## config.mk

```make
export PLATFORM = sky130hd
export DESIGN_NAME = sprid_regs
export DESIGN_NICKNAME = d
export VERILOG_FILES = /design/src/sprid_pkg.sv /design/src/sprid_regs.sv /design/src/sprid_bitclk.sv
export SDC_FILE = /design/constraint.sdc
export NUM_CORES = 1
export LEC_CHECK = 0
export BUFFER_PORTS_ARGS = -buffer_cell sky130_fd_sc_hd__buf_2
export CORE_ASPECT_RATIO = 0.6
export CORE_MARGIN = 2
export CORE_UTILIZATION = 50
export CTS_BUF_LIST = sky130_fd_sc_hd__clkbuf_4
export CTS_CLUSTER_DIAMETER = 150
export DETAILED_ROUTE_END_ITERATION = 6
export PLACE_DENSITY = 0.84
export SKIP_CTS_REPAIR_TIMING = 1
export SLEW_MARGIN = 20
export SYNTH_ARGS = -nofsm -noshare
export SYNTH_HDL_FRONTEND = slang
export SYNTH_HIERARCHICAL = 1
export SYNTH_SLANG_ARGS = --single-unit
```

## constraint.sdc

```tcl
create_clock -name clk_i -period 2.66 [get_ports clk_i]
set_input_delay 0.266 -clock clk_i [delete_from_list [all_inputs] [get_ports clk_i]]
set_output_delay 0.266 -clock clk_i [all_outputs]
set_load 0.005 [all_outputs]
```

## src/sprid_pkg.sv

```systemverilog
package sprid_pkg;

  // ****************************************************************
  // Register offsets (byte addresses)
  // ****************************************************************
  localparam logic [7:0] SPRID_OFS_PRESCALE   = 8'h10;
  localparam logic [7:0] SPRID_OFS_IRQ_MASK   = 8'h14;
  localparam logic [7:0] SPRID_OFS_IRQ_RAW    = 8'h18;
  localparam logic [7:0] SPRID_OFS_IRQ_MASKED = 8'h1c;
  localparam logic [7:0] SPRID_OFS_IRQ_CLEAR  = 8'h20;
  localparam logic [7:0] SPRID_OFS_DMA_CTRL   = 8'h24;
  localparam logic [7:0] SPRID_OFS_RX_FRAMES  = 8'h28;
  localparam logic [7:0] SPRID_OFS_PORT_CTRL  = 8'h2c;

  // ****************************************************************
  // Field positions
  // ****************************************************************
  localparam int SPRID_IRQ_RX_OVERFLOW = 0;
  localparam int SPRID_IRQ_RX_TIMEOUT  = 1;
  localparam int SPRID_IRQ_RX_LEVEL    = 2;
  localparam int SPRID_IRQ_TX_LEVEL    = 3;
  localparam int SPRID_IRQ_TX_STARVE   = 4;
  localparam int SPRID_IRQ_TX_EMPTY    = 5;
  localparam int SPRID_IRQ_COUNT       = 6;
  localparam int SPRID_CLR_RX_OVERFLOW = 0;
  localparam int SPRID_CLR_RX_TIMEOUT  = 1;
  localparam int SPRID_CLR_TX_STARVE   = 2;
  localparam int SPRID_DMA_RX_BIT      = 0;
  localparam int SPRID_DMA_TX_BIT      = 2;
  localparam int SPRID_PC_RATE_LSB     = 0;
  localparam int SPRID_PC_RXSEL_LSB    = 8;
  localparam int SPRID_PC_TXSEL_LSB    = 11;

  // ****************************************************************
  // Reset values and levels
  // ****************************************************************
  localparam logic [7:0]  SPRID_RST_PRESCALE  = 8'h00;
  localparam logic [5:0]  SPRID_RST_IRQ_MASK  = 6'h00;
  localparam logic [2:0]  SPRID_RST_DMA_CTRL  = 3'h0;
  localparam logic [15:0] SPRID_RST_RX_FRAMES = 16'h0000;
  localparam logic [13:0] SPRID_RST_PORT_CTRL = 14'h0000;
  localparam logic [2:0]  SPRID_LVL_ONE       = 3'h0;
  localparam logic [2:0]  SPRID_LVL_FOUR      = 3'h1;
  localparam logic [2:0]  SPRID_LVL_EIGHT     = 3'h2;

  // ****************************************************************
  // Timing
  // ****************************************************************
  localparam int SPRID_CLK_PERIOD_NS  = 10;
  localparam int SPRID_RX_TIMEOUT_NS  = 320;
  localparam int SPRID_RX_TIMEOUT_CYC = SPRID_RX_TIMEOUT_NS / SPRID_CLK_PERIOD_NS;

  // ****************************************************************
  // Carriers
  // ****************************************************************
  typedef struct packed {
    logic [4:0] rx_count;
    logic [4:0] tx_count;
    logic       rx_write;
    logic       rx_read;
    logic       tx_read;
  } sprid_fifo_s;

  typedef enum logic [1:0] {
    SPRID_RESP_OKAY   = 2'b00,
    SPRID_RESP_SLVERR = 2'b10
  } sprid_resp_e;

endpackage : sprid_pkg

```

## src/sprid_regs.sv

```systemverilog
`timescale 1ns/1ps
`default_nettype none

// How it works
// - Bit rate is clock over divisor times (1 + factor) for divisors of 2 or more
// - Mask bits 0-5 enable the six sources
// - Receive write while full flags overflow
// - Unread receive data past timeout flags timeout
// - Raw status shows conditions regardless of mask
// - Masked status is raw ANDed with mask
// - Clear bits 0,1,2 drop overflow, timeout, starve
// - DMA enables at bits 0 and 2
// - Sixteen-bit frames to receive field
// - Mask, masked status, DMA, prescaler reset to zero; raw status shows tx empty
// - Receive level trigger at one, four, eight
module sprid_regs
  import sprid_pkg::*;
#(
  parameter int AW          = 8,
  parameter int TIMEOUT_CYC = SPRID_RX_TIMEOUT_CYC,
  parameter int FIFO_DEPTH  = 16
)
(
  input  wire logic                  clk_i,
  input  wire logic                  rst_i,
  // AXI4-Lite slave
  input  wire logic [AW-1:0]         s_axi_awaddr,
  input  wire logic                  s_axi_awvalid,
  output logic                       s_axi_awready,
  input  wire logic [31:0]           s_axi_wdata,
  input  wire logic [3:0]            s_axi_wstrb,
  input  wire logic                  s_axi_wvalid,
  output logic                       s_axi_wready,
  output logic [1:0]                 s_axi_bresp,
  output logic                       s_axi_bvalid,
  input  wire logic                  s_axi_bready,
  input  wire logic [AW-1:0]         s_axi_araddr,
  input  wire logic                  s_axi_arvalid,
  output logic                       s_axi_arready,
  output logic [31:0]                s_axi_rdata,
  output logic [1:0]                 s_axi_rresp,
  output logic                       s_axi_rvalid,
  input  wire logic                  s_axi_rready,
  // FIFO state from the data path, same clock
  input  wire sprid_pkg::sprid_fifo_s fifo_i,
  input  wire logic                  tx_underrun_i,
  // Block outputs
  output logic                       irq_o,
  output logic                       bit_tick_o,
  output logic                       rx_dma_req_o,
  output logic                       tx_dma_req_o,
  output logic [15:0]                frames_to_receive_o
);

  import sprid_pkg::*;

  // ****************************************************************
  // Registers
  // ****************************************************************
  logic [7:0]                 prescale_divisor_r;
  logic [5:0]                 irq_mask_r;
  logic [2:0]                 dma_ctrl_r;
  logic [15:0]                frames_r;
  logic [13:0]                port_ctrl_r;
  logic                       rx_overflow_raw_r;
  logic                       rx_timeout_raw_r;
  logic                       tx_starve_raw_r;
  logic [15:0]                timeout_cnt_r;
  logic [SPRID_IRQ_COUNT-1:0] raw_status;
  logic [SPRID_IRQ_COUNT-1:0] masked_status;
  logic                       rx_level_raw;
  logic                       tx_level_raw;
  logic                       tx_empty_raw;
  logic [2:0]                 rx_trigger_level_select;
  logic [2:0]                 tx_trigger_level_select;
  logic [7:0]                 serial_clock_rate_factor;

  // ****************************************************************
  // AXI4-Lite write channel
  // ****************************************************************
  logic [AW-1:0] aw_addr_r;
  logic          aw_held_r;
  logic [31:0]   w_data_r;
  logic [3:0]    w_strb_r;
  logic          w_held_r;
  logic          wr_fire;
  logic          wr_hit;
  logic [7:0]    wr_ofs;

  assign s_axi_awready = !aw_held_r && !s_axi_bvalid;
  assign s_axi_wready  = !w_held_r && !s_axi_bvalid;
  assign wr_fire       = aw_held_r && w_held_r && !s_axi_bvalid;
  assign wr_ofs        = 8'(aw_addr_r);

  always_ff @(posedge clk_i)
  begin
    if (rst_i)
    begin
      aw_held_r <= 1'b0;
      aw_addr_r <= '0;
    end
    else if (s_axi_awvalid && s_axi_awready)
    begin
      aw_held_r <= 1'b1;
      aw_addr_r <= s_axi_awaddr;
    end
    else if (wr_fire)
      aw_held_r <= 1'b0;
  end

  always_ff @(posedge clk_i)
  begin
    if (rst_i)
    begin
      w_held_r <= 1'b0;
      w_data_r <= 32'h0000_0000;
      w_strb_r <= 4'h0;
    end
    else if (s_axi_wvalid && s_axi_wready)
    begin
      w_held_r <= 1'b1;
      w_data_r <= s_axi_wdata;
      w_strb_r <= s_axi_wstrb;
    end
    else if (wr_fire)
      w_held_r <= 1'b0;
  end

  always_comb
  begin
    unique case (wr_ofs)
      SPRID_OFS_PRESCALE, SPRID_OFS_IRQ_MASK, SPRID_OFS_IRQ_CLEAR,
      SPRID_OFS_DMA_CTRL, SPRID_OFS_RX_FRAMES, SPRID_OFS_PORT_CTRL:
        wr_hit = 1'b1;
      default:
        wr_hit = 1'b0;
    endcase
  end

  always_ff @(posedge clk_i)
  begin
    if (rst_i)
    begin
      s_axi_bvalid <= 1'b0;
      s_axi_bresp  <= SPRID_RESP_OKAY;
    end
    else if (wr_fire)
    begin
      s_axi_bvalid <= 1'b1;
      s_axi_bresp  <= wr_hit ? SPRID_RESP_OKAY : SPRID_RESP_SLVERR;
    end
    else if (s_axi_bready)
      s_axi_bvalid <= 1'b0;
  end

  // ****************************************************************
  // Control registers
  // ****************************************************************
  always_ff @(posedge clk_i)
  begin
    if (rst_i)
    begin
      prescale_divisor_r <= SPRID_RST_PRESCALE;
      irq_mask_r         <= SPRID_RST_IRQ_MASK;
      dma_ctrl_r         <= SPRID_RST_DMA_CTRL;
      frames_r           <= SPRID_RST_RX_FRAMES;
      port_ctrl_r        <= SPRID_RST_PORT_CTRL;
    end
    else if (wr_fire)
    begin
      // Divisor is stored as written; odd or out-of-range values are software's fault
      if (wr_ofs == SPRID_OFS_PRESCALE && w_strb_r[0])
        prescale_divisor_r <= w_data_r[7:0];
      if (wr_ofs == SPRID_OFS_IRQ_MASK && w_strb_r[0])
        irq_mask_r <= w_data_r[5:0];
      if (wr_ofs == SPRID_OFS_DMA_CTRL && w_strb_r[0])
        dma_ctrl_r <= {w_data_r[SPRID_DMA_TX_BIT], 1'b0, w_data_r[SPRID_DMA_RX_BIT]};
      if (wr_ofs == SPRID_OFS_RX_FRAMES)
      begin
        if (w_strb_r[0])
          frames_r[7:0] <= w_data_r[7:0];
        if (w_strb_r[1])
          frames_r[15:8] <= w_data_r[15:8];
      end
      if (wr_ofs == SPRID_OFS_PORT_CTRL)
      begin
        if (w_strb_r[0])
          port_ctrl_r[7:0] <= w_data_r[7:0];
        if (w_strb_r[1])
          port_ctrl_r[13:8] <= w_data_r[13:8];
      end
    end
  end

  assign serial_clock_rate_factor = port_ctrl_r[SPRID_PC_RATE_LSB +: 8];
  assign rx_trigger_level_select  = port_ctrl_r[SPRID_PC_RXSEL_LSB +: 3];
  assign tx_trigger_level_select  = port_ctrl_r[SPRID_PC_TXSEL_LSB +: 3];

  // ****************************************************************
  // Interrupt sources
  // ****************************************************************
  logic clr_write;

  assign clr_write = wr_fire && wr_ofs == SPRID_OFS_IRQ_CLEAR && w_strb_r[0];

  function automatic logic level_hit(input logic [2:0] sel, input logic [4:0] cnt);
    logic hit;
    hit = 1'b0;
    unique case (sel)
      SPRID_LVL_ONE:   hit = (cnt >= 5'd1);
      SPRID_LVL_FOUR:  hit = (cnt >= 5'd4);
      SPRID_LVL_EIGHT: hit = (cnt >= 5'd8);
      default:         hit = 1'b0; // Reserved codes never trigger
    endcase
    return hit;
  endfunction : level_hit

  // Level-type sources have no clear bit and simply follow the FIFO
  assign rx_level_raw = level_hit(rx_trigger_level_select, fifo_i.rx_count);
  assign tx_level_raw = level_hit(tx_trigger_level_select, fifo_i.tx_count);
  assign tx_empty_raw = (fifo_i.tx_count == 5'd0);

  // Set wins over a clear in the same cycle so no event is lost
  always_ff @(posedge clk_i)
  begin
    if (rst_i)
      rx_overflow_raw_r <= 1'b0;
    else if (fifo_i.rx_write && fifo_i.rx_count >= 5'(FIFO_DEPTH))
      rx_overflow_raw_r <= 1'b1;
    else if (clr_write && w_data_r[SPRID_CLR_RX_OVERFLOW])
      rx_overflow_raw_r <= 1'b0;
  end

  always_ff @(posedge clk_i)
  begin
    if (rst_i)
      tx_starve_raw_r <= 1'b0;
    else if (tx_underrun_i)
      tx_starve_raw_r <= 1'b1;
    else if (clr_write && w_data_r[SPRID_CLR_TX_STARVE])
      tx_starve_raw_r <= 1'b0;
  end

  // Timeout counter restarts on any read or when the FIFO empties
  always_ff @(posedge clk_i)
  begin
    if (rst_i)
      timeout_cnt_r <= 16'h0000;
    else if (fifo_i.rx_count == 5'd0 || fifo_i.rx_read)
      timeout_cnt_r <= 16'h0000;
    else if (timeout_cnt_r < 16'(TIMEOUT_CYC))
      timeout_cnt_r <= timeout_cnt_r + 16'h0001;
  end

  always_ff @(posedge clk_i)
  begin
    if (rst_i)
      rx_timeout_raw_r <= 1'b0;
    else if (fifo_i.rx_count != 5'd0 && !fifo_i.rx_read && timeout_cnt_r == 16'(TIMEOUT_CYC - 1))
      rx_timeout_raw_r <= 1'b1;
    else if (clr_write && w_data_r[SPRID_CLR_RX_TIMEOUT])
      rx_timeout_raw_r <= 1'b0;
  end

  always_comb
  begin
    raw_status = '0;
    raw_status[SPRID_IRQ_RX_OVERFLOW] = rx_overflow_raw_r;
    raw_status[SPRID_IRQ_RX_TIMEOUT]  = rx_timeout_raw_r;
    raw_status[SPRID_IRQ_RX_LEVEL]    = rx_level_raw;
    raw_status[SPRID_IRQ_TX_LEVEL]    = tx_level_raw;
    raw_status[SPRID_IRQ_TX_STARVE]   = tx_starve_raw_r;
    raw_status[SPRID_IRQ_TX_EMPTY]    = tx_empty_raw;
  end

  assign masked_status = raw_status & irq_mask_r;

  always_ff @(posedge clk_i)
  begin
    if (rst_i)
      irq_o <= 1'b0;
    else
      irq_o <= |masked_status;
  end

  // ****************************************************************
  // DMA requests
  // ****************************************************************
  always_ff @(posedge clk_i)
  begin
    if (rst_i)
    begin
      rx_dma_req_o <= 1'b0;
      tx_dma_req_o <= 1'b0;
    end
    else
    begin
      rx_dma_req_o <= dma_ctrl_r[SPRID_DMA_RX_BIT] && fifo_i.rx_count != 5'd0;
      tx_dma_req_o <= dma_ctrl_r[SPRID_DMA_TX_BIT] && fifo_i.tx_count < 5'(FIFO_DEPTH);
    end
  end

  always_ff @(posedge clk_i)
  begin
    if (rst_i)
      frames_to_receive_o <= SPRID_RST_RX_FRAMES;
    else
      frames_to_receive_o <= frames_r;
  end

  sprid_bitclk u_bitclk (
    .clk_i                      (clk_i),
    .rst_i                      (rst_i),
    .prescale_divisor_i         (prescale_divisor_r),
    .serial_clock_rate_factor_i (serial_clock_rate_factor),
    .bit_tick_o                 (bit_tick_o)
  );

  // ****************************************************************
  // AXI4-Lite read channel
  // ****************************************************************
  logic [31:0] rd_word;
  logic        rd_hit;

  assign s_axi_arready = !s_axi_rvalid;

  always_comb
  begin
    rd_word = 32'h0000_0000;
    rd_hit  = 1'b1;
    unique case (8'(s_axi_araddr))
      SPRID_OFS_PRESCALE:   rd_word[7:0]  = prescale_divisor_r;
      SPRID_OFS_IRQ_MASK:   rd_word[5:0]  = irq_mask_r;
      SPRID_OFS_IRQ_RAW:    rd_word[5:0]  = raw_status;
      SPRID_OFS_IRQ_MASKED: rd_word[5:0]  = masked_status;
      SPRID_OFS_IRQ_CLEAR:  rd_word       = 32'h0000_0000; // Write-only
      SPRID_OFS_DMA_CTRL:   rd_word[2:0]  = dma_ctrl_r;
      SPRID_OFS_RX_FRAMES:  rd_word[15:0] = frames_r;
      SPRID_OFS_PORT_CTRL:  rd_word[13:0] = port_ctrl_r;
      default:              rd_hit        = 1'b0;
    endcase
  end

  always_ff @(posedge clk_i)
  begin
    if (rst_i)
    begin
      s_axi_rvalid <= 1'b0;
      s_axi_rdata  <= 32'h0000_0000;
      s_axi_rresp  <= SPRID_RESP_OKAY;
    end
    else if (s_axi_arvalid && s_axi_arready)
    begin
      s_axi_rvalid <= 1'b1;
      s_axi_rdata  <= rd_word;
      s_axi_rresp  <= rd_hit ? SPRID_RESP_OKAY : SPRID_RESP_SLVERR;
    end
    else if (s_axi_rready)
      s_axi_rvalid <= 1'b0;
  end

endmodule : sprid_regs

`default_nettype wire

```

## src/sprid_bitclk.sv

```systemverilog
`timescale 1ns/1ps
`default_nettype none

// Bit clock enable: one pulse every divisor x (1 + rate factor) cycles for a divisor of 2 or more
module sprid_bitclk
  import sprid_pkg::*;
(
  input  wire logic       clk_i,
  input  wire logic       rst_i,
  input  wire logic [7:0] prescale_divisor_i,
  input  wire logic [7:0] serial_clock_rate_factor_i,
  output logic            bit_tick_o
);

  logic [7:0] pre_cnt_r;
  logic [7:0] rate_cnt_r;
  logic       pre_wrap;

  // A divisor below 2 keeps the counter idle rather than running at full rate
  assign pre_wrap = (prescale_divisor_i >= 8'h02) && (pre_cnt_r >= prescale_divisor_i - 8'h01);

  always_ff @(posedge clk_i)
  begin
    if (rst_i)
      pre_cnt_r <= 8'h00;
    else if (prescale_divisor_i < 8'h02 || pre_wrap)
      pre_cnt_r <= 8'h00;
    else
      pre_cnt_r <= pre_cnt_r + 8'h01;
  end

  always_ff @(posedge clk_i)
  begin
    if (rst_i)
    begin
      rate_cnt_r <= 8'h00;
      bit_tick_o <= 1'b0;
    end
    else
    begin
      bit_tick_o <= 1'b0;
      if (pre_wrap)
      begin
        if (rate_cnt_r >= serial_clock_rate_factor_i)
        begin
          rate_cnt_r <= 8'h00;
          bit_tick_o <= 1'b1;
        end
        else
          rate_cnt_r <= rate_cnt_r + 8'h01;
      end
    end
  end

endmodule : sprid_bitclk

`default_nettype wire

```

-- Yosys cells after proc, flatten, opt, wreduce, memory -nomap -nowiden
Cells that the tools add are included.
- input bits: 73
- flip-flop bits (word level): 151
- output and inout port bits: 61
- equal/unequal tests: 19
- bitwise operators: 2
- add/subtract/negate cells: 4
- order comparisons: 13
- muxes and demuxes: 26
- reductions and logical operators: 53
- operators with widths (cell ; count):
    $eq 8x6->1 const B ; 8
    $eq 8x5->1 const B ; 6
    $logic_and 1x1->1 ; 21
    $pmux 3 s7 ; 1
    $pmux 3 s6 ; 1
    $add 16x1->16 const B ; 1
    $add 8x1->8 const B ; 2
    $eq 16x5->1 const B ; 1
    $ge 8x8->1 ; 2
    $lt 16x6->1 const B ; 1
    $mux 1 ; 16
    $reduce_bool 2->1 ; 7
    $pmux 6 s2 ; 1
    $reduce_and 3->1 ; 4
    $reduce_or 6->1 ; 2
    $ge 5x1->1 const B ; 2
    $ge 5x3->1 const B ; 2
    $ge 5x4->1 const B ; 2
    $logic_not 5->1 ; 2
    $ge 8x2->1 const B ; 1
    $lt 8x2->1 const B ; 1
    $mux 8 ; 1
    $reduce_or 8->1 ; 1
    $sub 8x1->8 const B ; 1
    15 further kinds ; 30

-- Depth between registers and ports, before layout
Gate-level depths: netlist (run 1).
- depth after elaboration: 7
- gate-level depth with buffers: 12
- gate-level depth less buffers: 11

-- By module
Netlist (run 1), hierarchy kept.
- modules (own cells, without submodules) (module ; times used ; area an instance (um^2) ; cells each):
    sprid_regs ; 1 ; 5492.8 ; 611
    sprid_bitclk ; 1 ; 1337.5 ; 156

-- Worst setup path after synthesis (run 1)
Ideal clock, no wire load.
- path type: flip-flop to flip-flop
- start: register prescale_divisor_r[4]
- end: register u_bitclk.rate_cnt_r[4]
- stages on the path, launching flop included: 9
- setup time: 0.093 ns
- data required time: 2.567 ns
- arrival time: 2.442 ns
- setup slack: 0.125 ns
- path through: dfxtp_1 -> or4_4 -> nor4_1 -> xnor2_1 -> ha_1 -> nand4_1 -> o31ai_1 -> nand3_2 -> o32ai_1
- word-level cells in the longest chain between the ends: 3
- ends and longest elaborated chain (element ; RTL line ; text):
    start: declaration ; sprid_regs.sv:60 ; logic [7:0] prescale_divisor_r;
    start signal: assignment ; sprid_regs.sv:173 ; prescale_divisor_r <= w_data_r[7:0];
    $sub 8x1->8 ; sprid_bitclk.sv:20 ; assign pre_wrap = (prescale_divisor_i >= 8'h02) && (pre_cnt_r >= prescale_divisor_i - 8'h01);
    $ge 8x8->1 ; sprid_bitclk.sv:20 ;
    $logic_and 1x1->1 * ; sprid_bitclk.sv:20 ;
    end signal: assignment ; sprid_bitclk.sv:50 ; rate_cnt_r <= rate_cnt_r + 8'h01;
    end: declaration ; sprid_bitclk.sv:16 ; logic [7:0] rate_cnt_r;
Mark *: on every way between the ends. The rest lies on a longest branch, timed or not.
A chain may end at the register's enable or synchronous reset.

-- Worst setup path after layout (run 1)
- start: register prescale_divisor_r[6]
- end: register u_bitclk.rate_cnt_r[6]
The elaborated chain is that of the path after synthesis.

==> flow_metrics.tcl, run 1 <==
set metrics [dict create \
    postSynth.asyncResetShare 0 \
    timing.rr.start "prescale_divisor_r[6]" \
    h-tree-depth 4 \
    power_report.internal_total_mw 2.79 \
    seqPwrFrac 0.591 \
    yosys.area.top_type_share 0.437 \
    synth.lib_cells_used.distinct 69 \
    power_frac_clock 0.329 \
    hp-start "fifo_i[2]" \
    dominant_combinational_cell_family_by_area_after_synthesis "simple AND/OR/NAND/NOR gates" \
    worst-setup-path-type "register to register" \
    part_of_the_power_in_combinational_logic 0.080 \
    min_period_ps 2590 \
    muxShareOfSynthArea 0.0720 \
    drt_iter0_drc 581 \
    worst-slew-pin-transition_ps 745 \
    routedWlPerCell_um 16.5 \
    io_buffers 96 \
    synth-edff-count 0 \
    report.final.hold_viol_count 0 \
    via_count_of_the_first_global_routing_pass 5351 \
    synth_common_cells "dfxtp_1, nand2_1, nor2_1, a21oi_1, mux2i_1" \
    setup.worst_path.end_class "register" \
    cp_slowest_cell "or4_4" \
    worst_ir_drop_vdd_v 0.000299 \
    grt_max_degree 67 \
    synthesis.instances 767 \
    detail_route.vias_per_cell 5.64 \
    slew_viol_final 0 \
    synth_seq_area_share 0.437 \
    fp.dieW_um 155 \
    via_count 6122 \
    tritoncts_num_sinks 149 \
    chipHeight_um 94.5 \
    crit_required_ps 3120 \
    ioPinCount 134 \
    timing.final.setup_violations 0 \
    net-switching-power_mw 1.14 \
    setup-tns-final_ps 0 \
    critPathArrivalTime_ps 3050 \
    clock-root-buffer "clkbuf_4" \
    leakage_power_figure_nw 3.29 \
    final_design_area_no_fill_um2 8060 \
    syn_area_per_cell_um2 8.91 \
    compound_gate_portion_of_the_synthesized_area 0.138 \
    switching_share 0.291 \
    drtPass1Iterations 7 \
    reg2regPathDepth 9 \
    initial_core_util 0.506 \
    die_area_um2 14600 \
    cap_violations 0 \
    finalCritPeriodShare 0.973 \
    post_synth_and_or_nand_nor_area_fraction 0.240 \
    globalRouteOverflowTotal 0 \
    wl_um 17900 \
    worstReg2RegEnd "u_bitclk/rate_cnt_r[6]" \
    max-clock-path-buffers 2 \
    failed_checks "DRC" \
    synth_top_area_cell "dfxtp_1" \
    finish.net_count 990 \
    ff2ff_setup_slack_ps 70 \
    fmax_mhz 386 \
    timing.critical_path.from_type "register" \
    crit_path_max_incr_delay_ps 550 \
    power-per-cell-area_nw_per_um2 488 \
    holdWs_ps 29.7 \
    startpoint "prescale_divisor_r[6]" \
    synth_most_common_cell "dfxtp_1" \
    number_of_remaining_drc_errors 5 \
    detailed_place.area_um2 7460 \
    cts_buffers 17 \
    synth_area_um2 6830 \
    yosysWarningCount 6 \
    globalplace.congestion 0.930 \
    synth_xor_area_frac 0.0205 \
    grt_antenna_before_repair 0 \
    postRouteAntennaNets 0 \
    worst_clock_skew_ps 17.9 \
    synth_seq_cells 149 \
    worstPathCellList "or4_4 -> nor4_4 -> xnor2_1 -> ha_1 -> nand4_1 -> o31a_1 -> buf_6 -> a211oi_1 -> o32ai_2" \
    synth_flop_cell "dfxtp_1" \
    synthAdderAreaFrac 0.0385 \
    relSlewSlack 0.500 \
    dpl.hpwl_um 12700 \
    crit_end "u_bitclk/rate_cnt_r[6]" \
    global_route_wire_length_before_repair_um 27300 \
    outcome "complete, but fails checks" \
    global_route.usage.total 0.237 \
    clk_pin_slew_worst_paths_ps 140 \
    drive_above_1_share 0.202 \
    critical_path_peak_fanout 9 \
    synth.area.top_cells "dfxtp_1, mux2i_1, nand2_1" \
    core-area_um2 13500 \
    tritoncts_clock_tree "done" \
    rows 33 \
    hold_class "primary input to register" \
    clock_latency_on_the_worst_skew_pair_ps 560 \
    areaGrowthSynthToFinish_pct 18.1 \
]
==> worst max-delay path: cells and delay by family (launching register included) <==
family | cells | cell delay (ps)
adder cells (fa/ha/maj) | 1 | 350
AND/OR/NAND/NOR | 3 | 880
AO/OA/AOI/OAI | 3 | 660
XOR/XNOR | 1 | 110
buffers and inverters | 1 | 150
flip-flops | 1 | 330
==> cell usage in the layout (no fill, tap or decap), types with 4 or more instances in the layout <==
master	synthesis	layout
nor3_1	15	15
buf_4	20	19
nand3_1	29	29
a21oi_1	57	57
a22oi_1	9	9
o21ai_0	22	22
nor2b_1	23	23
dlygate4sd3_1	0	31
nand3b_1	4	4
xor2_1	8	8
mux2_2	9	9
inv_1	25	25
xnor2_1	8	8
o32ai_2	5	5
clkbuf_4	0	17
clkinvlp_4	0	4
nand2_1	82	82
a211oi_1	11	10
nor4_4	3	4
buf_2	2	95
nor4_1	8	6
and3_1	6	6
or3_1	4	4
nand4b_1	6	6
and2_1	16	16
nor3b_1	4	4
nand2b_1	11	11
inv_6	0	4
conb_1	1	18
ha_1	21	21
nor2_1	72	72
dfxtp_1	149	148
nand4_1	11	11
mux2i_1	39	39
==> sequential cells by signal, summed over array words and instances (netlist names), 2 cells and up <==
signal / flops
aw_addr_r: 8
dma_ctrl_r: 2
frames_r: 16
frames_to_receive_o: 16
irq_mask_r: 6
port_ctrl_r: 14
prescale_divisor_r: 8
s_axi_rdata: 16
timeout_cnt_r: 16
u_bitclk/pre_cnt_r: 8
u_bitclk/rate_cnt_r: 8
w_data_r: 16
w_strb_r: 2
==> layout make-up <==
class | instances | area, um2
Multi-Input combinational cell | 557 | 3570
Antenna cell | 1 | 2.50
Fill cell | 1126 | 5440
Inverter | 25 | 93.8
Timing Repair Buffer | 146 | 940
Clock buffer | 17 | 128
Tap cell | 175 | 219
Clock inverter | 15 | 124
Sequential cell | 149 | 2980
==> how the worst min path moves through the flow <==
stage               cells after the start  slack [ps]           endpoint
global route                            3          30  rx_overflow_raw_r
CTS                                     2        -130       tx_dma_req_o
detailed placement                      1         450  timeout_cnt_r[12]
finish                                  3          30  rx_overflow_raw_r
global placement                        1         440   timeout_cnt_r[8]
floorplan                               1         340       tx_dma_req_o
==> through the flow <==
stage | instances | total power [mW] | setup WS, ps | utilization
global route | 1084 | 4.06 | -0.880 | 0.597
finish | 1085 | 3.94 | 71.8 | 0.597
floorplan | 784 | 2.55 | 125 | -
detailed placement | 1021 | 2.64 | 14.4 | 0.553
global placement | 1021 | 2.64 | 140 | 0.553
CTS | 1053 | 3.89 | 20.2 | 0.571
==> power groups by stage <==
stage,registers [mW],clock network [mW],logic (mW)
floorplan,2.35,0,0.197
global placement,2.37,0,0.266
detailed placement,2.37,0,0.270
CTS,2.32,1.30,0.271
global route,2.33,1.39,0.345
finish,2.33,1.30,0.313
==> metal layers <==
| layer | track usage | wire length, um |
|---|---|---|
| met1 | 0.366 | 8520 |
| met2 | 0.321 | 7350 |
| met3 | 0.0569 | 1840 |
| met4 | 0.0664 | 167 |
| met5 | 0 | 0 |
==> logic make-up (layout without fill, tap and decap cells) <==
| kind of cell | after synthesis | in the layout |
|---|---|---|
| buf+inv | 78 | 203 |
| xor+xnor | 16 | 16 |
| simple gates | 313 | 313 |
| compound gates | 141 | 141 |
| mux | 48 | 48 |
| flops | 149 | 149 |
| other cells | 1 | 19 |
| fa+ha+maj | 21 | 21 |
(Power assumes the default switching activity.)
==> run 2: changes to the inputs <==
--- a/config.mk
+++ b/config.mk
@@ -12,7 +12,7 @@
 export CTS_BUF_LIST = sky130_fd_sc_hd__clkbuf_4
 export CTS_CLUSTER_DIAMETER = 150
 export DETAILED_ROUTE_END_ITERATION = 6
-export PLACE_DENSITY = 0.84
+export PLACE_DENSITY = 0.81
 export SKIP_CTS_REPAIR_TIMING = 1
 export SLEW_MARGIN = 20
 export SYNTH_ARGS = -nofsm -noshare
==> constraint.sdc (replaced) <==
create_clock -name clk_i -period 3.31 [get_ports clk_i]
set_input_delay 0.1655 -clock clk_i [delete_from_list [all_inputs] [get_ports clk_i]]
set_output_delay 0.1655 -clock clk_i [all_outputs]
set_load 0.005 [all_outputs]
==> run 2 against run 1 <==
Net effect: the flow now finishes without violations; routed wire length barely moved; combinational power fell by 18%; utilization fell by 0.65 points; critical path type unchanged; clock-buffer cell count did not move.
==> flow_metrics.tcl, run 2 (synthesis results as in run 1) <==
set metrics [dict create \
    outcome "finished clean" \
    drtPass1Iterations 5 \
    wl_um 17900 \
    clk_pin_slew_worst_paths_ps 130 \
    global_route.usage.total 0.238 \
    timing.rr.start "prescale_divisor_r[6]" \
    cap_violations 0 \
    tritoncts_clock_tree "done" \
    globalplace.congestion 0.925 \
    grt_max_degree 60 \
    whs_endpoint "irq_o" \
    critPathArrivalTime_ps 3480 \
    report.final.hold_viol_count 0 \
    cp_num_cells 8 \
    global_route_wire_length_before_repair_um 27300 \
    drive_above_1_share 0.182 \
    worst-slew-pin-transition_ps 958 \
    h-tree-depth 4 \
    fp.dieW_um 155 \
    io_buffers 96 \
    worst_ir_drop_vdd_v 0.000255 \
    postRouteAntennaNets 0 \
    drt_iter0_drc 708 \
    ff2ff_setup_slack_ps 290 \
    relSlewSlack 0.357 \
    unrepaired_setup_endpoints_after_global_routing "no" \
    worst-setup-path-type "register to register" \
    clock-root-buffer "clkbuf_4" \
    worstPathCellList "or4_4 -> nor4_1 -> xnor2_1 -> ha_1 -> nand4_1 -> o31ai_1 -> nand3_2 -> o32ai_1" \
    holdPathStages 4 \
    mostFrequentLayoutCells "dfxtp_1, buf_2, nand2_1, nor2_1, a21oi_1" \
    worst_clock_skew_ps 15.4 \
    core-area_um2 13500 \
    layout_commonest_cell "dfxtp_1" \
    cp_slowest_cell "or4_4" \
    chipHeight_um 94.5 \
    min_period_ps 3020 \
    setup.worst_path.end_class "register" \
    finish.net_count 978 \
    reg2regPathDepth 8 \
    fmax_mhz 332 \
    routedWlPerCell_um 16.7 \
    grt_antenna_before_repair 0 \
    detail_route.vias_per_cell 5.68 \
    critical_path.n_buffers_inverters 0 \
    rows 33 \
    cts_buffers 17 \
    dpl.hpwl_um 12600 \
    crit_required_ps 3770 \
    globalRouteOverflowTotal 0 \
    final_core_util 0.591 \
    max-clock-path-buffers 2 \
    finalCritPeriodShare 0.911 \
    timing.final.setup_violations 0 \
    via_count 6098 \
    hp-start "fifo_i[3]" \
    hold_class "primary input to register" \
    die_area_um2 14600 \
    setup-tns-final_ps 0 \
    via_count_of_the_first_global_routing_pass 5289 \
    areaGrowthSynthToFinish_pct 16.8 \
    initial_core_util 0.506 \
    critical-path-top-delay-family "simple AND/OR/NAND/NOR gates" \
    leakage_power_figure_nw 3.23 \
    power-per-cell-area_nw_per_um2 411 \
    slew_viol_final 0 \
    worstReg2RegEnd "u_bitclk/rate_cnt_r[4]" \
    ioPinCount 134 \
    timing.critical_path.from_type "register" \
    number_of_remaining_drc_errors 0 \
    critical_path_peak_fanout 6 \
    crit_path_max_incr_delay_ps 570 \
    tritoncts_num_sinks 149 \
    clock_latency_on_the_worst_skew_pair_ps 550 \
]
run 2: final cells by class:
type	instances	area, um2
Fill cell	1123	5530
Multi-Input combinational cell	557	3540
Sequential cell	149	2980
Timing Repair Buffer	134	853
Tap cell	175	219
Clock inverter	15	156
Clock buffer	17	128
Inverter	25	93.8
Antenna cell	1	2.50
run 2: how the worst max path moves through the flow:
stage	from	endpoint	slack (ps)
6_report	prescale_divisor_r[6]	u_bitclk/rate_cnt_r[4]	290
5_1_grt	prescale_divisor_r[4]	u_bitclk/rate_cnt_r[4]	120
4_1_cts	prescale_divisor_r[6]	u_bitclk/rate_cnt_r[4]	340
3_5_place_dp	prescale_divisor_r[6]	u_bitclk/rate_cnt_r[4]	400
3_3_place_gp	prescale_divisor_r[4]	u_bitclk/rate_cnt_r[4]	470
2_1_floorplan	prescale_divisor_r[4]	u_bitclk/rate_cnt_r[4]	770
run 2: per-layer routing:
metal,routed length (um),track usage,vias up
li1,-,-,2913
met1,8690,0.368,2867
met2,7070,0.314,298
met3,2010,0.0757,20
met4,133,0.0579,0
met5,0,0,-
run 2: worst register-to-register path: stages (launching register included):
cell	delay (ps)
dfxtp_1	380
or4_4	570
nor4_1	270
xnor2_1	110
ha_1	330
nand4_1	130
o31ai_1	480
nand3_2	320
o32ai_1	340
run 2: where the power goes:
| group | switching [mW] | internal (mW) |
|---|---|---|
| Clock | 0.701 | 0.451 |
| Sequential | 0.0430 | 1.82 |
| Combinational | 0.151 | 0.105 |
run 2: metrics by stage:
| stage | worst slack [ps] | hold slack, ps | std cells | cell area, um2 | total power, mW |
|---|---|---|---|---|---|
| after CTS | 342 | -227 | 1038 | 7630 | 3.25 |
| after floorplan | 775 | 242 | 784 | 6890 | 2.05 |
| final | 295 | 9.36 | 1073 | 7980 | 3.28 |
| after global placement | 470 | 363 | 1006 | 7350 | 2.12 |
| after detailed placement | 396 | 371 | 1006 | 7350 | 2.12 |
| after global routing | 120 | 28.8 | 1072 | 7970 | 3.39 |
==> run 3: changes to the inputs <==
==> constraint.sdc (replaced) <==
create_clock -name clk_i -period 3.9 [get_ports clk_i]
set_input_delay 0.195 -clock clk_i [delete_from_list [all_inputs] [get_ports clk_i]]
set_output_delay 0.195 -clock clk_i [all_outputs]
set_load 0.005 [all_outputs]
==> run 3 against run 2 <==
Net effect: highest routed layer unchanged; fmax rose by 1.4%; cell count down 0.19%; via count down 0.49%; combinational power down 15%; worst setup slack improved by 630 ps; clock skew grew 13 ps; die area unchanged; clock power is 15% lower; first-iteration DRC count decreased by 8.5%; critical path type unchanged; register-to-register slack gained 630 ps; clock-buffer cell count rose by 1; sequential share of layout area is essentially flat.
==> flow_metrics.tcl, run 3 (synthesis results as in run 1) <==
set metrics [dict create \
    outcome "finished clean" \
    postRouteAntennaNets 0 \
    h-tree-depth 4 \
    global_route_wire_length_before_repair_um 27400 \
    timing.final.setup_violations 0 \
    rows 33 \
    chipHeight_um 94.5 \
    io_buffers 96 \
    setup.worst_path.end_class "register" \
    worst_clock_skew_ps 28.7 \
    setup-tns-final_ps 0 \
    cap_violations 0 \
    via_count_of_the_first_global_routing_pass 5279 \
    fmax_mhz 336 \
    clock-root-buffer "clkbuf_4" \
    slew_viol_final 0 \
    max-clock-path-buffers 2 \
    worst-slew-pin-transition_ps 960 \
    ioPinCount 134 \
    leakage_power_figure_nw 3.22 \
    critical-path-top-delay-family "simple AND/OR/NAND/NOR gates" \
    hold_class "primary input to register" \
    number_of_remaining_drc_errors 0 \
    initial_core_util 0.506 \
    globalRouteOverflowTotal 0 \
    crit_path_max_incr_delay_ps 560 \
    routedWlPerCell_um 17.0 \
    finish.net_count 977 \
    finalCritPeriodShare 0.762 \
    mostFrequentLayoutCells "dfxtp_1, buf_2, nand2_1, nor2_1, a21oi_1" \
    tritoncts_clock_tree "done" \
    worstPathCellList "or4_4 -> nor4_1 -> xnor2_1 -> ha_1 -> nand4_1 -> o31ai_1 -> nand3_2 -> o32ai_1" \
    power-per-cell-area_nw_per_um2 350 \
    clk_pin_slew_worst_paths_ps 130 \
    nFillCells 1151 \
    cts_buffers 17 \
    crit_required_ps 4360 \
    relSlewSlack 0.355 \
    areaGrowthSynthToFinish_pct 16.7 \
    detailed_place.area_um2 7340 \
    core-area_um2 13500 \
    layout_commonest_cell "dfxtp_1" \
    dpl.hpwl_um 12700 \
    wl_um 18200 \
    tritoncts_num_sinks 149 \
    critical_path.n_buffers_inverters 0 \
    via_count 6068 \
    drt_iter0_drc 648 \
    cp_slowest_cell "or4_4" \
    timing.critical_path.from_type "register" \
    die_area_um2 14600 \
    grt_max_degree 67 \
    unrepaired_setup_endpoints_after_global_routing "no" \
    antenna_cells 0 \
    drtPass1Iterations 5 \
    report.final.hold_viol_count 0 \
    min_period_ps 2970 \
    globalplace.congestion 0.937 \
    fp.dieW_um 155 \
    clock_latency_on_the_worst_skew_pair_ps 550 \
    final_design_area_no_fill_um2 7970 \
    drive_above_1_share 0.181 \
    worst_ir_drop_vdd_v 0.000252 \
    worst-setup-path-type "register to register" \
    global_route.usage.total 0.241 \
    critical_path_peak_fanout 6 \
    grt_antenna_before_repair 0 \
    detail_route.vias_per_cell 5.67 \
    critPathArrivalTime_ps 3430 \
]
run 3: per-layer routing:
layer | wire length, um | vias up | GRT usage
li1 | - | 2908 | -
met4 | 128 | 0 | 0.0586
met3 | 1850 | 14 | 0.0679
met5 | 0 | - | 0
met1 | 8690 | 2825 | 0.362
met2 | 7590 | 321 | 0.336
run 3: where the power goes:
part           total, mW  leakage, nW  switching [mW]  internal [mW]
Clock              0.983        0.135           0.592          0.391
Sequential          1.58         1.21          0.0364           1.55
Combinational      0.217         1.88           0.129         0.0881
Total               2.79         3.22           0.758           2.03
run 3: path summary, 6_finish.rpt:
kind,startpoint,endpoint,slack (ps),cells past startpoint
setup / recovery,prescale_divisor_r[4],u_bitclk/rate_cnt_r[4],930,8
hold / removal,fifo_i[3],irq_o,60,4
setup reg to reg,prescale_divisor_r[4],u_bitclk/rate_cnt_r[4],930,8
hold reg to reg,s_axi_rdata[14],s_axi_rdata[14],470,2
run 3: stage by stage:
stage	hold slack (ps)	util	total power, mW	setup slack, ps	instances
after global routing	94.1	0.590	2.88	671	1071
after floorplan	271	-	1.74	1360	784
final	62.9	0.590	2.79	927	1071
after global placement	396	0.544	1.79	1060	1005
after CTS	-199	0.565	2.76	952	1037
after detailed placement	403	0.544	1.80	988	1005
run 3: tightest hold or removal path, cell delays in order:
cell	delay [ps]
buf_2	70
nor2_1	70
nand3_1	90
a41oi_1	110
run 3: area by class of cell:
class / count / area (um2) / share of cell area
clock buffer: 18 / 135 / 0.0170
clock inverter: 14 / 153 / 0.0192
inverter: 25 / 93.8 / 0.0118
multi-input combinational: 557 / 3540 / 0.444
sequential: 149 / 2980 / 0.374
tap: 175 / 219 / 0.0275
timing repair buffer: 133 / 846 / 0.106
